`config.mk`:
```
export PLATFORM = sky130hd
export DESIGN_NAME = rfid_protocol_config_timers
export DESIGN_NICKNAME = d
export VERILOG_FILES = /design/src/logic/rfid_pkg.sv /design/src/logic/rfid_protocol_config_timers.sv /design/src/logic/carrier_timer.sv
export VERILOG_INCLUDE_DIRS = /design/src /design/src/logic
export SDC_FILE = /design/constraint.sdc
export NUM_CORES = 1
export LEC_CHECK = 0
export CAP_MARGIN = 15
export CORE_AREA = 2 2 100 102
export CTS_CLUSTER_SIZE = 20
export DETAILED_ROUTE_END_ITERATION = 10
export DIE_AREA = 0 0 102 104
export DONT_BUFFER_PORTS = 1
export GPL_ROUTABILITY_DRIVEN = 1
export PLACE_DENSITY = 0.73
export SLEW_MARGIN = 40
export SYNTH_ARGS = -nofsm -noshare
export SYNTH_HDL_FRONTEND = slang
export SYNTH_SLANG_ARGS = --single-unit
```
`constraint.sdc`:
```
create_clock -name mclk -period 3 [get_ports mclk]
set_input_delay 0.3 -clock mclk [delete_from_list [all_inputs] [get_ports mclk]]
set_output_delay 0.3 -clock mclk [all_outputs]
set_load 0.01 [all_outputs]
```
`src/logic/rfid_cfg.svh`:
```
// Register map, reset values, field positions and timing constants of the protocol block.
`ifndef RFID_CFG_SVH
`define RFID_CFG_SVH

`define ADDR_W 5
`define DATA_W 8
`define ADDR_PROTO 5'h01
`define ADDR_PULSE 5'h06
`define ADDR_NORESP 5'h07

`define RST_PROTO 8'h02
`define RST_PULSE 8'h00
`define RST_NORESP 8'h0E
`define ZERO_BYTE 8'h00

`define BIT_RX_CRC_N 7
`define BIT_DIR_MODE 6
`define BIT_RFID 5
`define BIT_DOUBLE_SC 2
`define BIT_HIGH_RATE 1
`define BIT_CODING 0

// Carrier rate derived from the 100 MHz system clock by a phase accumulator.
`define CLK_KHZ 100000
`define CARRIER_KHZ 13560
`define ACC_W 17
`define ACC_MOD 17'h1_86A0
`define ACC_INC 17'h0_34F8

// Times in their printed units; carrier-tick counts derived from them.
`define PULSE_STEP_PS 73700
`define PULSE_STEP_CYC ((`PULSE_STEP_PS * `CARRIER_KHZ + 500000000) / 1000000000)
`define DEF_PULSE_NS 9440
`define DEF_PULSE_CYC ((`DEF_PULSE_NS * `CARRIER_KHZ + 500000) / 1000000)
`define NR_STEP_NS 37760
`define NR_STEP_CYC ((`NR_STEP_NS * `CARRIER_KHZ + 500000) / 1000000)
`define NR_HIGH_US 755
`define NR_LOW_US 1812
`define NR_PRESET_HIGH ((`NR_HIGH_US * 1000 + `NR_STEP_NS / 2) / `NR_STEP_NS)
`define NR_PRESET_LOW ((`NR_LOW_US * 1000 + `NR_STEP_NS / 2) / `NR_STEP_NS)

`define TMR_W 17

`endif

```
`src/logic/rfid_pkg.sv`:
```
// Types shared by the protocol configuration block and its carrier timer.
`include "rfid_cfg.svh"

package rfid_pkg;

  typedef enum logic [0:0] {
    NR_IDLE,
    NR_WAIT
  } nr_state_t;

  typedef struct packed {
    logic [`TMR_W-1:0] count;
    logic busy;
    logic done;
  } timer_state_t;

  typedef struct packed {
    logic [`ACC_W-1:0] acc;
    logic carrier_tick;
    logic [`DATA_W-1:0] proto;
    logic [`DATA_W-1:0] pulse;
    logic [`DATA_W-1:0] noresp;
    logic [`DATA_W-1:0] rdata;
    logic rvalid;
    nr_state_t nr_state;
    logic no_resp_irq;
    logic no_resp_event;
    logic pulse_start;
    logic [`TMR_W-1:0] pulse_load;
    logic nr_start;
    logic nr_stop;
    logic [`TMR_W-1:0] nr_load;
  } top_state_t;

endpackage

```
`src/logic/rfid_protocol_config_timers.sv`:
```
// Protocol select, modulation pulse length and no-response timer registers with their timers.
// Functional notes
// - Protocol bit 7 set means responses carry no CRC; clear means CRC checked.
// - Protocol bit 6 picks direct mode zero (0) or direct mode one (1).
// - Protocol bit 0 picks one-of-four (0) or one-of-256 (1) pulse position coding.
// - Codes 0-1 give single subcarrier 6.62 kbps; codes 2-3 give 26.48 kbps.
// - Codes 4-5 give double subcarrier 6.67 kbps; codes 6-7 give 26.69 kbps.
// - Protocol register resets to 0x02: high rate, one subcarrier, one-of-four.
// - Pulse override resets to 0x00 and is preset on each protocol write.
// - A zero pulse override leaves pulse length to the selected protocol.
// - A nonzero override makes the pulse last value times 73.7 ns.
// - Protocol default modulation pulse is 9.44 us.
// - No response within the timeout raises the no-response interrupt flag.
// - Timeout equals register value times 37.76 us.
// - The timeout starts at the end of the transmitted end-of-frame.
// - No-response register resets to 0x0E and is preset on protocol writes.
// - Protocol write presets 755 us for high rate, 1812 us for low rate.
`timescale 1ns/1ps
`include "rfid_cfg.svh"

module rfid_protocol_config_timers (
  input wire logic mclk,
  input wire logic rst_n,
  input wire logic [`ADDR_W-1:0] reg_addr,
  input wire logic [`DATA_W-1:0] reg_wdata,
  input wire logic reg_wr,
  input wire logic reg_rd,
  output logic [`DATA_W-1:0] reg_rdata,
  output logic reg_rvalid,
  input wire logic mod_req,
  input wire logic tx_eof_done,
  input wire logic rx_start,
  input wire logic no_resp_clear,
  output logic mod_pulse,
  output logic no_resp_irq,
  output logic no_resp_event,
  output logic rx_crc_absent,
  output logic direct_mode_one,
  output logic coding_256,
  output logic high_rate,
  output logic double_subcarrier
);

  rfid_pkg::top_state_t st;
  rfid_pkg::top_state_t next_st;

  logic pulse_busy;
  logic nr_done;
  // Phase accumulator sum before the wrap.
  logic [`ACC_W-1:0] acc_sum;
  logic [`DATA_W-1:0] pulse_len;
  logic [`DATA_W-1:0] silence_timeout;

  assign pulse_len = st.pulse;
  assign silence_timeout = st.noresp;

  always_comb begin
    next_st = st;

    // Average rate is exactly the carrier; single ticks jitter by one system clock.
    acc_sum = st.acc + `ACC_INC;
    if (acc_sum >= `ACC_MOD) begin
      next_st.carrier_tick = 1'b1;
      next_st.acc = acc_sum - `ACC_MOD;
    end else begin
      next_st.carrier_tick = 1'b0;
      next_st.acc = acc_sum;
    end

    // A protocol write also reloads both timing registers, so a host that changes
    // protocol loses any override it set before and must write it again afterwards.
    if (reg_wr) begin
      case (reg_addr)
        `ADDR_PROTO: begin
          next_st.proto = reg_wdata;
          next_st.pulse = `RST_PULSE;
          if (reg_wdata[`BIT_HIGH_RATE]) begin
            next_st.noresp = `DATA_W'(`NR_PRESET_HIGH);
          end else begin
            next_st.noresp = `DATA_W'(`NR_PRESET_LOW);
          end
        end
        `ADDR_PULSE: begin
          next_st.pulse = reg_wdata;
        end
        `ADDR_NORESP: begin
          next_st.noresp = reg_wdata;
        end
        default: begin
          // Writes to unmapped addresses are dropped.
          next_st.proto = st.proto;
        end
      endcase
    end

    // Read data is zero outside its valid cycle, so a late sample never shows a register.
    next_st.rvalid = reg_rd;
    next_st.rdata = `ZERO_BYTE;
    if (reg_rd) begin
      case (reg_addr)
        `ADDR_PROTO: begin
          next_st.rdata = st.proto;
        end
        `ADDR_PULSE: begin
          next_st.rdata = pulse_len;
        end
        `ADDR_NORESP: begin
          next_st.rdata = silence_timeout;
        end
        default: begin
          next_st.rdata = `ZERO_BYTE;
        end
      endcase
    end

    // A request that arrives while a pulse is running is ignored, not restarted.
    next_st.pulse_start = 1'b0;
    if (mod_req && !pulse_busy && !st.pulse_start) begin
      next_st.pulse_start = 1'b1;
    end

    // The length is worked out every cycle and handed over with the start strobe.
    if (st.pulse == `ZERO_BYTE) begin
      next_st.pulse_load = `TMR_W'(`DEF_PULSE_CYC);
    end else begin
      next_st.pulse_load = `TMR_W'(st.pulse) * `TMR_W'(`PULSE_STEP_CYC);
    end

    // The load is taken from the register at start, so a later write affects only
    // the next frame, never a wait that is already running.
    next_st.nr_start = 1'b0;
    next_st.nr_stop = 1'b0;
    next_st.no_resp_event = 1'b0;
    next_st.nr_load = `TMR_W'(st.noresp) * `TMR_W'(`NR_STEP_CYC);
    case (st.nr_state)
      rfid_pkg::NR_IDLE: begin
        // A zero timeout register leaves the timer off.
        if (tx_eof_done && (st.noresp != `ZERO_BYTE)) begin
          next_st.nr_start = 1'b1;
          next_st.nr_state = rfid_pkg::NR_WAIT;
        end
      end
      rfid_pkg::NR_WAIT: begin
        // A response start wins even in the cycle in which the timer runs out.
        if (rx_start) begin
          next_st.nr_stop = 1'b1;
          next_st.nr_state = rfid_pkg::NR_IDLE;
        end else if (nr_done) begin
          next_st.no_resp_event = 1'b1;
          next_st.nr_state = rfid_pkg::NR_IDLE;
        end
      end
      default: begin
        next_st.nr_state = rfid_pkg::NR_IDLE;
      end
    endcase

    // Set wins over a clear that lands in the same cycle.
    if (no_resp_clear) begin
      next_st.no_resp_irq = 1'b0;
    end
    if (next_st.no_resp_event) begin
      next_st.no_resp_irq = 1'b1;
    end
  end

  // Only constants load here; the protocol bits come up in the default reader mode.
  always_ff @(posedge mclk or negedge rst_n) begin
    if (!rst_n) begin
      st <= '0;
      st.proto <= `RST_PROTO;
      st.pulse <= `RST_PULSE;
      st.noresp <= `RST_NORESP;
      st.nr_state <= rfid_pkg::NR_IDLE;
    end else begin
      st <= next_st;
    end
  end

  // Both timers count the same carrier tick, so their lengths stay in step.
  // The modulation pulse is never cut short, so its stop input is held low.
  carrier_timer u_pulse_timer (
    .mclk(mclk),
    .rst_n(rst_n),
    .tick(st.carrier_tick),
    .start(st.pulse_start),
    .stop(1'b0),
    .load(st.pulse_load),
    .busy(pulse_busy),
    .done()
  );

  // The wait state machine already knows when a wait runs, so busy is not needed.
  // The timer is stopped as soon as a card answers.
  carrier_timer u_silence_timer (
    .mclk(mclk),
    .rst_n(rst_n),
    .tick(st.carrier_tick),
    .start(st.nr_start),
    .stop(st.nr_stop),
    .load(st.nr_load),
    .busy(),
    .done(nr_done)
  );

  // Every output is a register bit or a timer flop, so none of them glitches;
  // the mode bits follow the protocol register one cycle after the write.
  assign reg_rdata = st.rdata;
  assign reg_rvalid = st.rvalid;
  assign mod_pulse = pulse_busy;
  assign no_resp_irq = st.no_resp_irq;
  assign no_resp_event = st.no_resp_event;
  assign rx_crc_absent = st.proto[`BIT_RX_CRC_N];
  assign direct_mode_one = st.proto[`BIT_DIR_MODE];
  assign coding_256 = st.proto[`BIT_CODING];
  assign high_rate = st.proto[`BIT_HIGH_RATE];
  assign double_subcarrier = st.proto[`BIT_DOUBLE_SC];

endmodule

```
`src/logic/carrier_timer.sv`:
```
// Down-counter that runs for a loaded number of carrier ticks.
`timescale 1ns/1ps
`include "rfid_cfg.svh"

module carrier_timer (
  input wire logic mclk,
  input wire logic rst_n,
  input wire logic tick,
  input wire logic start,
  input wire logic stop,
  input wire logic [`TMR_W-1:0] load,
  output logic busy,
  output logic done
);

  rfid_pkg::timer_state_t st;
  rfid_pkg::timer_state_t next_st;

  always_comb begin
    next_st = st;
    next_st.done = 1'b0;
    if (start) begin
      next_st.count = load;
      next_st.busy = (load != `TMR_W'(0));
    end else if (stop) begin
      next_st.busy = 1'b0;
    end else if (st.busy && tick) begin
      // Steps are whole carrier ticks; the first one after start can be shorter than a full tick period.
      next_st.count = st.count - `TMR_W'(1);
      if (st.count == `TMR_W'(1)) begin
        next_st.busy = 1'b0;
        next_st.done = 1'b1;
      end
    end
  end

  always_ff @(posedge mclk or negedge rst_n) begin
    if (!rst_n) begin
      st <= '0;
    end else begin
      st <= next_st;
    end
  end

  assign busy = st.busy;
  assign done = st.done;

endmodule

```
# Word level (Yosys, flattened, before mapping)
# Index checks and enable logic that the tools add are counted.
dict set report word_totals {
  register_bits 119
  input_bits 21
  out_inout_bits 17
  word_cells 87
}
dict set report op_classes {
  n_addsub 4
  n_lt_le_gt_ge 1
  n_eq_ne 6
  muxes 30
  bitwise 1
  reduce_logical 25
}
# operator n
set op_table {}
lappend op_table {{$mux 18} 3}
lappend op_table {{$mux 19} 2}
lappend op_table {{$eq 17x1->1 const B} 2}
lappend op_table {{$reduce_bool 17->1} 2}
lappend op_table {{$sub 17x1->17 const B} 2}
lappend op_table {{$pmux 8 s2} 2}
lappend op_table {{$pmux 8 s3} 1}
lappend op_table {{$add 17x14->17 const B} 1}
lappend op_table {{$ge 17x17->1 const B} 1}
lappend op_table {{$mux 17} 1}
lappend op_table {{$sub 17x17->17 const B} 1}
lappend op_table {{$mux 8} 2}
lappend op_table {{$mux 1} 15}
lappend op_table {{$reduce_and 2->1} 6}
lappend op_table {{$reduce_bool 2->1} 6}
lappend op_table {{$eq 5x3->1 const B} 2}
lappend op_table {{$logic_not 8->1} 1}
lappend op_table {{$reduce_bool 8->1} 1}
lappend op_table {{$mux 6} 1}
lappend op_table {{$reduce_bool 3->1} 2}
lappend op_table {{$eq 5x1->1 const B} 1}
lappend op_table {{$logic_and 1x1->1} 5}
lappend op_table {{$mux 2} 2}
lappend op_table {{$logic_not 1->1} 2}
lappend op_table {{3 further kinds} 3}

# Longest topological paths before layout
# Gate-level depths: netlist of run 1.
dict set report logic_depth {
  word_depth 5
  depth_mapped 13
}

# By module
# Synthesis of run 1 repeated with hierarchy kept, for this count alone.
dict set report unflattened {
  cells_unflattened 587
  hier_area_um2 5818.1
}
# module n_inst cells_per_inst area_per_inst_um2 seq_area_each_um2
set by_module_without_submodules {}
lappend by_module_without_submodules {rfid_protocol_config_timers 1 325 3478.3 1756.7}
lappend by_module_without_submodules {carrier_timer 2 131 1169.9 475.5}

# Worst setup path before layout of run 1
# OpenSTA, ideal clock, no wires.
dict set report synth_path {
  path_kind {reg-to-reg}
  start {register st[77] in the netlist's numbering}
  end {register st[88] in the netlist's numbering}
  t_arrival_ns 2.692
  required_ns 2.875
  slack_ns 0.183
  path_stages_with_launch 13
  path_buffers 2
  cell_sequence {dfrtp_1 buf_2 or2_1 buf_2 nor2_1 xnor2_1 ha_1 nor2b_1 mux2i_1 a32oi_2 a2111oi_4 a21oi_1 mux2_2}
}
# item line_no
set synth_lines {}
lappend synth_lines {{start, declared} rfid_protocol_config_timers.sv:44} ;# rfid_pkg::top_state_t st;
lappend synth_lines {{start signal, assigned} rfid_protocol_config_timers.sv:176} ;# st <= next_st;

==> results of run 1 <==
## placed cells by master, fill, tap and decap left out, drive strengths merged, types with 9 or more instances in the layout
cell,instances
a211oi,9
a21oi,18
a22o,14
buf,11
clkbuf,10
dfrtp,103
inv,18
mux2,9
nand2,43
nor2,48
nor3,17
nor4,10
o21ai,36
xnor2,24
xor2,22
## repair_timing
action / in CTS / in global routing
endpoints found under the setup margin: 0 / 12
setup buffers: 0 / 1
hold endpoints to repair: 110 / 0
hold buffers: 4 / 0
resized for setup: 0 / 3
## power groups by stage
stage / Clock [mW] / Combinational, mW / Sequential [mW]
4_1_cts: 0.949 / 0.578 / 2.05
5_1_grt: 1.01 / 0.658 / 2.10
3_3_place_gp: 0 / 0.518 / 2.06
2_1_floorplan: 0 / 0.503 / 1.95
6_report: 0.918 / 0.571 / 2.05
3_5_place_dp: 0 / 0.538 / 2.08
## cell usage after synthesis, types with 5 or more instances
cell / count / area [um2]
sky130_fd_sc_hd__nand2b_1: 5 / 31.3
sky130_fd_sc_hd__and2_1: 5 / 31.3
sky130_fd_sc_hd__dfrtp_1: 103 / 2580
sky130_fd_sc_hd__xor2_1: 22 / 193
sky130_fd_sc_hd__inv_1: 13 / 48.8
sky130_fd_sc_hd__a211oi_1: 7 / 52.6
sky130_fd_sc_hd__nor2_1: 48 / 180
sky130_fd_sc_hd__nand3b_1: 5 / 37.5
sky130_fd_sc_hd__nand3_1: 7 / 35.0
sky130_fd_sc_hd__nand2_1: 42 / 158
sky130_fd_sc_hd__nor4_1: 9 / 56.3
sky130_fd_sc_hd__a21oi_1: 17 / 85.1
sky130_fd_sc_hd__nor3_1: 16 / 80.1
sky130_fd_sc_hd__nor3b_1: 6 / 45.0
sky130_fd_sc_hd__a222oi_1: 8 / 80.1
sky130_fd_sc_hd__clkbuf_1: 18 / 67.6
sky130_fd_sc_hd__or4_1: 6 / 45.0
sky130_fd_sc_hd__o21ai_0: 32 / 160
sky130_fd_sc_hd__buf_2: 9 / 45.0
sky130_fd_sc_hd__mux2_2: 9 / 101
sky130_fd_sc_hd__xnor2_1: 24 / 210
sky130_fd_sc_hd__ha_1: 8 / 100
sky130_fd_sc_hd__nor2b_1: 5 / 31.3
sky130_fd_sc_hd__or3_1: 5 / 31.3
sky130_fd_sc_hd__a22o_1: 14 / 123
sky130_fd_sc_hd__buf_4: 9 / 67.6
## worst max-delay path by stage
stage	startpoint	end	slack, ps
after floorplan	st[77]	st[88]	180
after global placement	st[78]	st[88]	210
after detailed placement	st[78]	st[88]	90
after CTS	st[78]	st[88]	10
after global routing	st[78]	st[88]	40
final	st[78]	st[88]	240
## per-layer routing
layer	GRT usage	wire, um
met1	0.313	4960
met2	0.331	5180
met3	0.0638	506
met4	0.0524	80
met5	0	0
## registers in the layout, indices dropped and copies added, names as in the netlist
signal and cells:
silence_timeout 8, u_silence_timer.done 1, u_silence_timer.st 17, rx_crc_absent 1, direct_mode_one 1, coding_256 1
u_pulse_timer.busy 1, pulse_len 8, u_pulse_timer.st 17, reg_rdata 8, st 38, no_resp_event 1
u_silence_timer.busy 1, no_resp_irq 1, double_subcarrier 1, reg_rvalid 1, high_rate 1
## cell families after synthesis
logic type	Yosys count	synth area share
AND/OR/NAND/NOR	182	0.182
AO/OA/AOI/OAI	111	0.152
flip-flops	107	0.501
buffers and inverters	52	0.0476
XOR/XNOR	46	0.0752
multiplexers	12	0.0245
adder cells (fa/ha/maj)	8	0.0187
## stage by stage
stage / hold slack [ps] / total power, mW
after floorplan: 4.41 / 2.45
after global placement: 6.75 / 2.58
after detailed placement: 7.20 / 2.62
after CTS: 40.5 / 3.57
after global routing: 28.7 / 3.77
final: 51.5 / 3.54
## area by class of cell
| cell class | count | area (um2) |
|---|---|---|
| fillers | 798 | 3880 |
| flip-flops and latches | 107 | 2690 |
| multi-input cells | 359 | 2430 |
| well taps | 133 | 166 |
| repair buffers | 14 | 133 |
| clock buffers | 10 | 128 |
| clock inverters | 6 | 76.3 |
| inverters | 13 | 48.8 |
==> results.md, run 1 <==
* Reg2Reg Depth at 9
* Die footprint at ~11000 um2
* Detailed-route wire length per cell at 16.7 um
* Estimated wirelength of the detail-placed design at 7.36 mm
* Min Tclk post-route at 2760 ps
* Global routing usage summed across all routing layers at 0.219
* Required time reported for the critical path endpoint at ~3300 ps
* Crit path setup slack, layout at 239 ps
* Dpl cells at slightly above 600
* Endpoint kind of the worst setup timing path: flip-flop
* Number of design-rule violations left by the first detailed-router iteration at between 200 and 250
* Slew at the pin with the worst max-slew slack at 760 ps
* Final setup viols at 0
* Register share of total power at 0.579
* Leading register cell type out of synthesis: sky130_fd_sc_hd__dfrtp_1
* Setup CP Type: flip-flop to flip-flop
* Critical path's largest stage delay at 480 ps
* Number of detailed-routing iterations run before antenna repair at 6
* Startpoint Class: flip-flop
* Leakage power figure at 2.38 nW
* Total buffers and inverters traversed by the critical path at 2
* I/O Buffers at 0
* Place WS at about 90 ps
* Slack of the worst reg-to-reg path at around 240 ps
* Cells after synthesis at just over 500
* Core Util, Final at 0.593
* Async set-reset flop share out of synthesis at 1.00
* Residual DRC count at 0
* Critical register-to-register path startpoint: st[78]
* Root buf cell: sky130_fd_sc_hd__clkbuf_8
* Remaining antenna violation count after routing at 0
* Relative contribution of the clock network to total power at 0.259
* Max frequency at between 300 and 400 MHz
* Maximum clock path buffer count at 2
* Synthesis-to-finish area growth at 5.72%
* Clock latency reported for the late side of the worst-skew pair at roughly 380 ps
* Sum of overflow across all layers after global routing at 0
* Routability cong. at between 0.8 and 0.9
* Design internal power at ~2.4 mW
* Max Fanout on Critical Path at 11
* Ratio of cells with drive above 1 in the final layout at 0.116
* Worst vdd rail ir drop at about 0.00036 V
* Net Count, Synth at roughly 550
* Final Routed Wirelength at 10.7 mm
* Number of global-route vias before repair at around 3800
* Net count of the finished layout at approximately 530
* Final-report max-slew violation count at 0
* Antenna violations before repair at 0
* Flops & latches, synth at between 100 and 150
* Max-slew headroom at 0.493
* Mean Syn Cell Area at slightly above 10 um2
* Total number of H-tree levels at 3
* Count of unique library cells instantiated by Yosys at roughly 70
* Wire length of the first global-routing pass at between 15 and 20 mm
* Number of enable-type register cells in the synthesized netlist at 0
* Cells on Worst Hold Path at 1
* Non-filler instance count after layout at 642
* Standard-cell row count at 36
* Final std cell area, no fill at around 5700 um2
* Average via count per standard cell at around 6
* Hold worst-path end: silence_timeout[7]
* Count of vias placed by the detailed router at 3776
* CTS sink count at roughly 110
* Fraction of power consumed by combinational cells at 0.161
* Yosys warning count at 0
* Number of buffers created by CTS at 9
* Number of cells on the critical path at 9
* Number of top-level design ports at 38
* Worst-path cell with the longest stage delay: sky130_fd_sc_hd__nor4b_2
* Sequential area share after synthesis at 0.501
* Net switching power figure at around 1.1 mW
* Cell Area, Synth at between 5000 and 6000 um2
* Switching share of total power at 0.317
* Dpl cell area at approximately 5400 um2
* Largest net degree at the start of global routing at around 110
* Standard cell core area at ~9500 um2
* Outcome: completed
* Endpoints failing hold at 0
* Antenna diode count at 0
* Initial core utilization at 0.561
* Crit path cell chain: inv_1 -> ha_1 -> buf_4 -> nor4b_2 -> a2bb2oi_1 -> xor2_1 -> a21o_1 -> nor3_1 -> mux2_2
* Power density over the cells at 625 nW/um2
* Setup repair after global routing missed its margin: no
* Setup clock skew after layout at ~13 ps
* Number of maximum-capacitance violations at 0
* Total Negative Setup Slacks at 0 ps
* Final cycle utilization of the critical path at 0.920
* Clock slew seen by the registers of the worst setup and hold paths at approximately 110 ps
* Path category of the worst min-delay check: input port to flip-flop
* Worst Path Arrival at slightly above 3000 ps
* Reg2reg end: st[88]
* Die Wd at between 100 and 150 um
* TritonCTS clock tree: yes
* Die height at between 100 and 150 um
* Kind of cell adding the most delay to the critical path: simple AND/OR/NAND/NOR gates
* Worst hold start: reg_wdata[7]
Power figures use the tool's default switching activity.
==> run 2, diff against run 1 <==
Settings changed: RECOVER_POWER from default to 100, SETUP_SLACK_MARGIN from default to 0.4.
==> run 2 against run 1 <==
  * The flow now finishes with violations (negative hold slack)
  * Core utilization grew 1.3 points
  * Non-clock buffer count up 5
  * Critical path depth rose by 3
  * Register-to-register slack better by 120 ps
  * Cell count rose by 0.78%
  * Worst setup slack better by 120 ps
  * Clock-buffer cell count unchanged
  * Flip-flop and latch count is the same
  * Global-route usage down 0.68 points
  * Combinational power is 6.3% lower
  * Critical endpoint is now st[82]
  * Largest cell class unchanged
  * Largest power group unchanged
==> results.md, run 2 (same netlist as run 1, synthesis figures left out) <==
* Worst Path Arrival at 2940 ps (-90 ps)
* Routability cong. at 0.840 (-4.9%)
* Start point of the critical path: st[77]
* Dpl cell area at 5390 um2 (about the same)
* Slew at the pin with the worst max-slew slack at 944 ps (+184 ps)
* Max frequency at 378 MHz (+4.4%)
* Reg2Reg Depth at 12 (+3)
* Power density over the cells at 609 nW/um2 (-2.6%)
* Standard cell core area at 9550 um2 (unchanged)
* Count of vias placed by the detailed router at 3842 (+1.7%)
* Antenna violations before repair at 0 (unchanged)
* Critical path's largest stage delay at 450 ps (-30 ps)
* Required time reported for the critical path endpoint at 3290 ps (+20 ps)
* Die Wd at 102 um (unchanged)
* Path category of the worst min-delay check: input port to asynchronous set/reset pin
* Residual DRC count at 0 (unchanged)
* Number of global-route vias before repair at 3696 (-3.1%)
* Min Tclk post-route at 2650 ps (-115 ps)
* I/O Buffers at 0 (unchanged)
* Number of buffers created by CTS at 9 (unchanged)
* Commonest cells after routing, fill and taps aside: sky130_fd_sc_hd__dfrtp_1, sky130_fd_sc_hd__nor2_1, sky130_fd_sc_hd__nand2_1
* Final Routed Wirelength at 10.9 mm (+1.2%)
* Ratio of cells with drive above 1 in the final layout at 0.140 (+0.0242)
* Clock latency reported for the late side of the worst-skew pair at 370 ps (about the same)
* Worst-path cell with the longest stage delay: sky130_fd_sc_hd__dfrtp_2
* Worst vdd rail ir drop at 0.000298 V (-17%)
* Top flop regs: st: 38 flops, u_pulse_timer.st: 17 flops, u_silence_timer.st: 17 flops
* # hold bufs at CTS at 2 (-2)
* Final std cell area, no fill at 5790 um2 (+2.1%)
* TritonCTS clock tree: yes
* Detailed-route wire length per cell at 16.8 um (+0.47%)
* Max-slew headroom at 0.364 (-0.129)
* CTS sink count at 107 (unchanged)
* Number of top-level design ports at 38 (unchanged)
* Die height at 104 um (unchanged)
* Root buf cell: sky130_fd_sc_hd__clkbuf_8
* Crit path cell chain: inv_1 -> ha_2 -> xor2_1 -> inv_2 -> ha_4 -> nor2b_2 -> o311ai_2 -> a32oi_2 -> a2111oi_4 -> buf_4 -> a211oi_1 -> xnor2_1
* Leakage power figure at 2.41 nW (+1.1%)
* Register with the most flip-flops: st
* Endpoints failing hold at 107 (+107)
* Final cycle utilization of the critical path at 0.882 (-0.0384)
* Setup CP Type: flip-flop to flip-flop
* Die footprint at 10600 um2 (unchanged)
* Estimated wirelength of the detail-placed design at 7.19 mm (-2.3%)
* Largest net degree at the start of global routing at 108 (unchanged)
* Clock slew seen by the registers of the worst setup and hold paths at 110 ps (about the same)
* Net count of the finished layout at 538 (+0.94%)
* Standard-cell row count at 36 (unchanged)
* Synthesis-to-finish area growth at 7.99%
* Outcome: finished, violations left
* Setup repair after global routing missed its margin: yes
* Global routing usage summed across all routing layers at 0.212 (-0.00680)
* Total Negative Setup Slacks at 0 ps (unchanged)
* Setup clock skew after layout at 11.6 ps (-1.46 ps)
* Wire length of the first global-routing pass at 18.0 mm (-3.1%)
* Remaining antenna violation count after routing at 0 (unchanged)
* Initial core utilization at 0.561 (unchanged)
* Endpoint kind of the worst setup timing path: flip-flop
* Maximum clock path buffer count at 2 (unchanged)
* Number of flip-flops in the largest register at 38 (unchanged)
* Number of design-rule violations left by the first detailed-router iteration at 322 (+35%)
* Antenna diode count at 0 (unchanged)
* Average via count per standard cell at 5.94 (+0.96%)
* Sum of overflow across all layers after global routing at 0 (unchanged)
* Final-layout worst hold slack at -383 ps (-435 ps)
* Leading cell type in the layout, fill and taps excluded: sky130_fd_sc_hd__dfrtp_1
* Fill cell instance count of the final layout at 799 (+0.13%)
* Number of detailed-routing iterations run before antenna repair at 5 (-1)
* Startpoint Class: flip-flop
* Number of maximum-capacitance violations at 0 (unchanged)
* Final setup viols at 0 (unchanged)
* Final-report max-slew violation count at 0 (unchanged)
* Violations in the final reports: negative hold slack
* Total number of H-tree levels at 3 (unchanged)
* Max Fanout on Critical Path at 12 (+1)
* Critical register-to-register path startpoint: st[77]
## run 2: changes by cell type in the layout (fill, tap and decap cells not counted), moves of 2 or more
cell / delta
sky130_fd_sc_hd__dfstp_2: -4
sky130_fd_sc_hd__inv_6: -3
sky130_fd_sc_hd__o21ai_1: -3
sky130_fd_sc_hd__buf_4: +3
sky130_fd_sc_hd__o21ai_0: +3
sky130_fd_sc_hd__dfrtp_1: -4
sky130_fd_sc_hd__dfrtp_2: +4
sky130_fd_sc_hd__clkinv_4: +2
sky130_fd_sc_hd__clkbuf_1: +3
sky130_fd_sc_hd__dfstp_1: +4
## run 2: area by class of cell
type,instances,area (um2),share of cell area
clock buffers,10,138,0.0238
clock inverters,6,83.8,0.0145
inverters,13,48.8,0.00843
multi-input cells,359,2530,0.437
flip-flops and latches,107,2690,0.465
well taps,133,166,0.0288
repair buffers,19,133,0.0229
## run 2: path summary, 6_finish.rpt
| check | end | slack, ps |
|---|---|---|
| worst max-delay path | st[82] | 350 |
| worst min-delay path | u_silence_timer.st[14] | -380 |
| worst max register to register | st[82] | 350 |
| worst min register to register | u_silence_timer.done | 450 |
| max in group asynchronous | silence_timeout[1] | 3180 |
| min in group mclk | st[17] | 60 |
## run 2: layer usage
layer,up-vias,part of all wire,track usage
met1,1887,0.44,0.307
li1,1815,-,-
met5,-,0,0
met4,0,0.018,0.0695
met3,24,0.060,0.0585
met2,116,0.48,0.310
## run 2: worst max-delay path, delay by kind of cell (launching register included)
family,cells,cell delay (ps)
xor+xnor,2,410
buf+inv,3,350
simple gates,1,130
compound gates,4,740
fa+ha+maj,2,490
flops,1,450
## run 2: power breakdown
part           internal [mW]  total, mW  switching, mW
Combinational          0.271      0.535          0.264
Sequential              1.73       2.05          0.316
Clock                  0.428      0.940          0.513
Total                   2.43       3.52           1.09
## run 2: what timing repair did
| item | 4_1_cts | 5_1_grt |
|---|---|---|
| setup endpoints to repair | 13 | 13 |
| setup buffers | 4 | 7 |
| hold endpoints to repair | 110 | 107 |
| pin swaps | 1 | 10 |
| gates resized for setup | 5 | 23 |
## run 2: stage by stage
stage	instances	setup WS (ps)	utilization	power (mW)	hold slack, ps
floorplan	518	412	-	2.45	4.41
global placement	618	194	0.565	2.58	7.35
detailed placement	618	61.4	0.565	2.60	6.98
CTS	640	367	0.595	3.56	-414
global route	647	176	0.606	3.74	-414
finish	647	354	0.606	3.52	-383
